File: config.mk
export PLATFORM = sky130hd
export DESIGN_NAME = aacr_regs
export DESIGN_NICKNAME = d
export VERILOG_FILES = /design/src/hw/aacr_pkg.sv /design/src/hw/aacr_div.sv /design/src/hw/aacr_regs.sv
export SDC_FILE = /design/constraint.sdc
export NUM_CORES = 1
export LEC_CHECK = 0
export BUFFER_PORTS_ARGS = -buffer_cell sky130_fd_sc_hd__buf_2
export CAP_MARGIN = 20
export CORE_MARGIN = 5
export CORE_UTILIZATION = 35
export CTS_CLUSTER_DIAMETER = 150
export CTS_CLUSTER_SIZE = 10
export DETAILED_ROUTE_END_ITERATION = 8
export SLEW_MARGIN = 15
export SYNTH_ARGS = -nofsm -noshare
export SYNTH_HDL_FRONTEND = slang
export SYNTH_SLANG_ARGS = --single-unit
File: constraint.sdc
create_clock -name clk -period 2 [get_ports clk]
set_input_delay 0.1 -clock clk [delete_from_list [all_inputs] [get_ports clk]]
set_output_delay 0.1 -clock clk [all_outputs]
set_load 0.005 [all_outputs]
File: src/hw/aacr_pkg.sv
// constants and types for the adaptive audio clock register block
// Functional notes
// - capture master clock count at each frame start
// - high capture register holds count bits 15:8
// - three byte registers form 24-bit synth word
// - second M divider ratio is field plus one
// - first M divider ratio is field plus one
// - input I divider ratio is field plus one
// - unused divider bits read zero, fields reset zero
// - free-running counter clocked by selected master clock
// - dividers run only while divider enable set
// - two-bit code selects each master clock source
package aacr_pkg;
   localparam logic [15:0] ADDR_SYNTH1_DIV_CTRL = 16'hffe2;
   localparam logic [15:0] ADDR_CAPTURE_HIGH = 16'hffe3;
   localparam logic [15:0] ADDR_CAPTURE_LOW = 16'hffe4;
   localparam logic [15:0] ADDR_SYNTH2_DIV_CTRL = 16'hfff6;
   localparam logic [15:0] ADDR_SYNTH2_FREQ_B2 = 16'hfff7;
   localparam logic [15:0] ADDR_SYNTH2_FREQ_B1 = 16'hfff8;
   localparam logic [15:0] ADDR_SYNTH2_FREQ_B0 = 16'hfff9;

   localparam logic [7:0] RESET_BYTE = 8'h00;
   localparam logic [15:0] RESET_COUNT = 16'h0000;
   localparam logic [23:0] RESET_FREQ = 24'h000000;
   localparam logic [3:0] RESET_RATIO = 4'h0;
   localparam logic [2:0] RESET_IRATIO = 3'h0;
   localparam logic [2:0] ZERO_PAD3 = 3'h0;
   localparam logic [3:0] ZERO_PAD4 = 4'h0;

   // field positions inside the divider control bytes
   localparam int M_FIELD_HI = 7;
   localparam int M_FIELD_LO = 4;
   localparam int I_FIELD_HI = 2;
   localparam int I_FIELD_LO = 0;

   // master clock source codes; bit 0 set means the divided input clock
   localparam logic [1:0] SRC_SYNTH1 = 2'h0;
   localparam logic [1:0] SRC_SYNTH2 = 2'h2;

   // divider slots in the generate array
   localparam int DIV_SYNTH1 = 0;
   localparam int DIV_SYNTH2 = 1;
   localparam int DIV_INPUT = 2;
   localparam int DIV_COUNT = 3;

   typedef struct packed {
      logic wr;
      logic rd;
      logic [15:0] addr;
      logic [7:0] data;
   } aacr_req_t;

   typedef struct packed {
      logic [1:0] outOneSel;
      logic [1:0] outTwoSel;
      logic counterUsesTwo;
      logic dividerEnable;
   } aacr_ctrl_t;
endpackage : aacr_pkg

File: src/hw/aacr_div.sv
// tick divider: passes one of every ratio+1 input ticks
`timescale 1ns/10ps
module aacr_div (
   input wire logic clk,
   input wire logic rst,
   input wire logic enable,
   input wire logic tickIn,
   input wire logic [3:0] ratio,
   output logic tickOut_q
);
   import aacr_pkg::*;

   logic [3:0] cnt_q;

   ////////////////////////////////////////////////////////////////
   always_ff @(posedge clk) begin
      if (rst || !enable) begin
         cnt_q <= RESET_RATIO;
         tickOut_q <= 1'b0;
      end else if (tickIn) begin
         if (cnt_q >= ratio) begin
            cnt_q <= RESET_RATIO;
            tickOut_q <= 1'b1;
         end else begin
            cnt_q <= cnt_q + 4'h1;
            tickOut_q <= 1'b0;
         end
      end else begin
         tickOut_q <= 1'b0;
      end
   end
endmodule : aacr_div

File: src/hw/aacr_regs.sv
// adaptive audio clock registers, dividers, source select and frame capture
`timescale 1ns/10ps
module aacr_regs (
   input wire logic clk,
   input wire logic rst,
   input aacr_pkg::aacr_req_t busReq,
   output logic [7:0] rdData_q,
   input aacr_pkg::aacr_ctrl_t ctrl,
   input wire logic synth1Tick,
   input wire logic synth2Tick,
   input wire logic extClkPin,
   input wire logic frameStart,
   output logic [23:0] synthFreqWord_q,
   output logic [3:0] synth1Ratio_q,
   output logic [3:0] synth2Ratio_q,
   output logic [2:0] inputRatio_q,
   output logic mclkOneTick_q,
   output logic mclkTwoTick_q
);
   import aacr_pkg::*;

   logic [2:0] extSync_q;
   logic extLevel_q;
   logic extTick;
   logic [DIV_COUNT-1:0] divIn;
   logic [DIV_COUNT-1:0] divOut;
   logic [3:0] divRatio [DIV_COUNT];
   logic [15:0] cycleCount_q;
   logic [15:0] capture_q;
   logic oneNext;
   logic twoNext;
   logic countTick;

   ////////////////////////////////////////////////////////////////
   // pin input: three flops, edge counted once stages two and three agree
   always_ff @(posedge clk) begin
      if (rst) begin
         extSync_q <= ZERO_PAD3;
      end else begin
         extSync_q <= {extSync_q[1:0], extClkPin};
      end
   end
   // level moves only when stages two and three agree, so one bad sample is ignored
   always_ff @(posedge clk) begin
      if (rst) begin
         extLevel_q <= 1'b0;
      end else if (extSync_q[1] == extSync_q[2]) begin
         extLevel_q <= extSync_q[2];
      end
   end
   assign extTick = extSync_q[1] && extSync_q[2] && !extLevel_q;

   ////////////////////////////////////////////////////////////////
   // register writes; nothing in hardware alters these fields
   always_ff @(posedge clk) begin
      if (rst) begin
         synthFreqWord_q <= RESET_FREQ;
         synth1Ratio_q <= RESET_RATIO;
         synth2Ratio_q <= RESET_RATIO;
         inputRatio_q <= RESET_IRATIO;
      end else if (busReq.wr) begin
         case (busReq.addr)
            ADDR_SYNTH2_FREQ_B0: synthFreqWord_q[7:0] <= busReq.data;
            ADDR_SYNTH2_FREQ_B1: synthFreqWord_q[15:8] <= busReq.data;
            ADDR_SYNTH2_FREQ_B2: synthFreqWord_q[23:16] <= busReq.data;
            ADDR_SYNTH2_DIV_CTRL: begin
               synth2Ratio_q <= busReq.data[M_FIELD_HI:M_FIELD_LO];
            end
            ADDR_SYNTH1_DIV_CTRL: begin
               synth1Ratio_q <= busReq.data[M_FIELD_HI:M_FIELD_LO];
               inputRatio_q <= busReq.data[I_FIELD_HI:I_FIELD_LO];
            end
            default: ;
         endcase
      end
   end

   ////////////////////////////////////////////////////////////////
   // register reads; unmapped addresses return zero
   always_ff @(posedge clk) begin
      if (rst) begin
         rdData_q <= RESET_BYTE;
      end else if (busReq.rd) begin
         case (busReq.addr)
            ADDR_SYNTH2_FREQ_B0: rdData_q <= synthFreqWord_q[7:0];
            ADDR_SYNTH2_FREQ_B1: rdData_q <= synthFreqWord_q[15:8];
            ADDR_SYNTH2_FREQ_B2: rdData_q <= synthFreqWord_q[23:16];
            ADDR_SYNTH2_DIV_CTRL: rdData_q <= {synth2Ratio_q, ZERO_PAD4};
            ADDR_SYNTH1_DIV_CTRL: rdData_q <= {synth1Ratio_q, 1'b0, inputRatio_q};
            ADDR_CAPTURE_HIGH: rdData_q <= capture_q[15:8];
            ADDR_CAPTURE_LOW: rdData_q <= capture_q[7:0];
            default: rdData_q <= RESET_BYTE;
         endcase
      end
   end

   ////////////////////////////////////////////////////////////////
   // dividers after each synthesizer and on the external input
   assign divIn[DIV_SYNTH1] = synth1Tick;
   assign divIn[DIV_SYNTH2] = synth2Tick;
   assign divIn[DIV_INPUT] = extTick;
   assign divRatio[DIV_SYNTH1] = synth1Ratio_q;
   assign divRatio[DIV_SYNTH2] = synth2Ratio_q;
   assign divRatio[DIV_INPUT] = {1'b0, inputRatio_q};

   genvar g;
   generate
      for (g = 0; g < DIV_COUNT; g++) begin : gDiv
         aacr_div uDiv (
            .clk(clk),
            .rst(rst),
            .enable(ctrl.dividerEnable),
            .tickIn(divIn[g]),
            .ratio(divRatio[g]),
            .tickOut_q(divOut[g])
         );
      end
   endgenerate

   ////////////////////////////////////////////////////////////////
   // source select; x1 wins so both odd codes pick the input clock
   function automatic logic pickSource(input logic [1:0] sel, input logic [2:0] ticks);
      if (sel[0]) begin
         return ticks[DIV_INPUT];
      end else if (sel == SRC_SYNTH2) begin
         return ticks[DIV_SYNTH2];
      end else begin
         return ticks[DIV_SYNTH1];
      end
   endfunction : pickSource

   assign oneNext = pickSource(ctrl.outOneSel, divOut);
   assign twoNext = pickSource(ctrl.outTwoSel, divOut);

   always_ff @(posedge clk) begin
      if (rst) begin
         mclkOneTick_q <= 1'b0;
         mclkTwoTick_q <= 1'b0;
      end else begin
         mclkOneTick_q <= oneNext;
         mclkTwoTick_q <= twoNext;
      end
   end

   ////////////////////////////////////////////////////////////////
   // free-running cycle counter and frame capture
   assign countTick = ctrl.counterUsesTwo ? mclkTwoTick_q : mclkOneTick_q;

   always_ff @(posedge clk) begin
      if (rst) begin
         cycleCount_q <= RESET_COUNT;
      end else if (countTick) begin
         cycleCount_q <= cycleCount_q + 16'h0001;
      end
   end

   // one 16-bit load keeps both bytes from the same frame
   always_ff @(posedge clk) begin
      if (rst) begin
         capture_q <= RESET_COUNT;
      end else if (frameStart) begin
         capture_q <= cycleCount_q;
      end
   end
endmodule : aacr_regs

==> results.yml <==
power_and_ir_drop:
  power_mw: 3.87
  p_clk_frac: 0.457
  p_int_mw: 2.99
  power_leakage_nw: 2.11
  combinationalPowerShare: 0.046
  seqPwrFrac: 0.497
  ir_drop_mv: 0.444
  power_switching_uw: 872
  p_per_area_mw_per_mm2: 728
  swShare: 0.226
logic_synthesis:
  synth_edf_count: 0
  synth_area_mm2: 0.00437
  ys_seq_area_frac: 0.440
  synthFlopType: "dfxtp_1"
  synthArstFlopShare: 0
  syn_nets: 552
  synth_cell_types: 38
  post-synth-top-area-fraction: 0.440
  yosysTopAreaCell: "dfxtp_1"
  ys_warn_count: 0
  ys_ff_latch: 96
  syn_inst: 498
  syn_avg_cell_area_um2: 8.77
  synth_area_leaders: "dfxtp_1 (44%), nand2_1 (8.2%), mux2i_1 (6.6%), ha_1 (4.6%), a21oi_1 (3.8%)"
timing:
  maxSlewHeadroom: 0.350
  max_slew.worst_pin.slew_ns: 0.968
  post-route-min-period_ns: 1.76
  rsz0062_at_grt: "no"
  clock_skew_ns: 0.00918
  setup_violations: 0
  max_freq_mhz: 568
  whs_ns: 0.0141
  final-max-slew-violation-count: 0
  fin_crit_sh: 0.880
  hold_violations: 0
  finalSetupTns_ns: 0
final_layout:
  nNetsFinal: 634
  n_antenna_cell: 0
  fin_area_mm2: 0.00531
  area_delta_synth_final_pct: 21.5
  final_cell_count_no_fill: 753
  seq_area_mm2: 0.00192
  drive_above_1_share: 0.222
  fillers: 1236
  multi_input_area_mm2: 0.00231
job:
  drv_cap: 0
setup_path:
  critPathRequiredTime_ns: 2.28
  rrSetupSlack_ns: 0.24
  cp_cell_sequence: "ha_1 > nand2b_1 > a21o_1 > a211oi_1 > o21ai_1 > a21oi_1"
  max_stage_delay_ns: 0.46
  cp_max_fo: 4
  critPathKind: "register to register"
  critPathCaptureType: "register"
  crit_slowest_cell: "dfxtp_1"
  critPathArrivalTime_ns: 2.04
  crit_path_start_kind: "register"
die:
  pin_count: 83
  rows: 40
  die_height_um: 122
  die_w_um: 122
  core-area_mm2: 0.0121
  start_util: 0.361
  dieArea_mm2: 0.0148
placement:
  hpwl_um: 8700
  place_area_mm2: 0.00499
  io_buffers: 82
  place.gp.congestion: 0.821
  dpl.cell_count: 736
drt:
  route.detailed.drc: 0
  wl_per_cell_um: 15.5
  drt-vias-per-instance: 5.09
  drtPass1Iterations: 5
  via_count: 3832
  drtIter0Drc: 267
  ant_nets: 0
  routed_wl_um: 11700
clock_network:
  clk_latency_ns: 0.35
  cts_made_buffers: 9
  cts-root-buf: "clkbuf_16"
  cts_tree: "built"
  path_clk_slew_ns: 0.07
  clock_sinks: 96
  clock_tree.buffer_depth: 2
  h-tree-depth: 3
global_routing:
  antenna_found_initial: 0
  grt_first_pass_wirelength_um: 19300
  grt_pass1_vias: 3846
  grt_remaining_overflow: 0
  grt_start_max_net_pins: 76
  grt_use_total: 0.164
min_path:
  hp-class: "primary input to register"
status:
  status: "finished, final reports clean"
-- logic make-up after synthesis --
| family | after synthesis | synth area share |
|---|---|---|
| compound gates | 95 | 0.137 |
| xor+xnor | 17 | 0.0341 |
| fa+ha+maj | 16 | 0.0458 |
| buf+inv | 35 | 0.0321 |
| flops | 96 | 0.440 |
| mux | 39 | 0.0922 |
| simple gates | 200 | 0.219 |
-- sequential cells by signal (all words and copies together) (netlist names) --
signal / cells
synthFreqWord_q: 24
capture_q: 16
cycleCount_q: 16
gDiv.uDiv.cnt_q: 12
rdData_q: 8
synth1Ratio_q: 4
synth2Ratio_q: 4
extSync_q: 3
gDiv.uDiv.tickOut_q: 3
inputRatio_q: 3
extLevel_q: 1
mclkOneTick_q: 1
mclkTwoTick_q: 1
-- cell usage after synthesis (4+ instances only) --
cell type,n
dfxtp_1,96
nand2_1,96
nor2_1,41
a21oi_1,33
mux2i_1,29
o21ai_0,26
ha_1,16
clkbuf_1,14
inv_1,14
mux2_2,10
a21o_1,9
nand4_1,9
xnor2_1,9
nand3_1,8
xor2_1,8
a211oi_1,7
a21oi_2,7
nand2b_1,7
nor3_1,7
nor2b_1,6
or3_1,6
a32o_1,5
a222oi_1,4
buf_2,4
-- timing repair --
action                                  CTS  global route
setup buffers                             0             0
hold endpoints to repair                  1             0
resized for setup                         0             1
endpoints found under the setup margin    0             1
hold buffers                              1             0
-- power groups by stage --
stage	Combinational (mW)	Sequential [mW]	Clock [mW]
global placement	0.171	1.97	0
CTS	0.177	1.92	1.80
finish	0.176	1.92	1.77
global route	0.193	1.92	1.90
detailed placement	0.175	1.97	0
floorplan	0.0924	1.96	0
-- per-layer routing --
metal  vias up  GRT usage  routed length [µm]
met3        12     0.0418                 764
li1       1901          -                   -
met4         0     0.0448                 133
met5         -          0                   0
met1      1795      0.214                5260
met2       124      0.269                5490
-- critical path: cells and delay by family, from the launching register on --
family | cells | cell delay (ns)
flip-flops | 1 | 0.46
AND/OR/NAND/NOR | 1 | 0.14
AO/OA/AOI/OAI | 4 | 0.83
adder cells (fa/ha/maj) | 1 | 0.27
-- final timing paths --
| kind | from | endpoint | depth (start not counted) |
|---|---|---|---|
| max | inputRatio_q[0] | gDiv[2].uDiv.cnt_q[3] | 6 |
| min | ctrl[2] | mclkTwoTick_q | 3 |
| max reg2reg | inputRatio_q[0] | gDiv[2].uDiv.cnt_q[3] | 6 |
| min reg2reg | extSync_q[0] | extSync_q[1] | 1 |
-- through the flow --
| step | util | setup slack, ns |
|---|---|---|
| floorplan | - | 0.399 |
| global placement | 0.412 | 0.211 |
| detailed placement | 0.412 | 0.134 |
| CTS | 0.438 | 0.104 |
| global route | 0.438 | 0.0567 |
| finish | 0.438 | 0.240 |
-- cells in the final DEF, fill, tap and decap left out, types with 3 or more instances in the layout --
| cell | instances |
|---|---|
| nand2_1 | 96 |
| dfxtp_1 | 96 |
| buf_2 | 82 |
| nor2_1 | 41 |
| a21oi_1 | 33 |
| mux2i_1 | 29 |
| o21ai_0 | 25 |
| ha_1 | 16 |
| inv_1 | 14 |
| mux2_2 | 10 |
| nand4_1 | 9 |
| a21o_1 | 9 |
| xnor2_1 | 9 |
| clkbuf_16 | 9 |
| nand3_1 | 8 |
| xor2_1 | 8 |
| nand2b_1 | 7 |
| a21oi_2 | 7 |
| nor3_1 | 7 |
| a211oi_1 | 7 |
| buf_4 | 7 |
| nor2b_1 | 6 |
| or3_1 | 6 |
| a32o_1 | 5 |
| a222oi_1 | 4 |
| and2_1 | 3 |
| nand3b_1 | 3 |
| a221oi_1 | 3 |
| and3_1 | 3 |
-- layout make-up --
cell class                      count  share of cell area
Tap cell                          168              0.0396
Clock buffer                       10              0.0450
Clock inverter                      6              0.0125
Sequential cell                    96               0.362
Inverter                           14             0.00990
Timing Repair Buffer               92              0.0966
Multi-Input combinational cell    367               0.434
No activity file was read; power rests on OpenSTA's default activity.
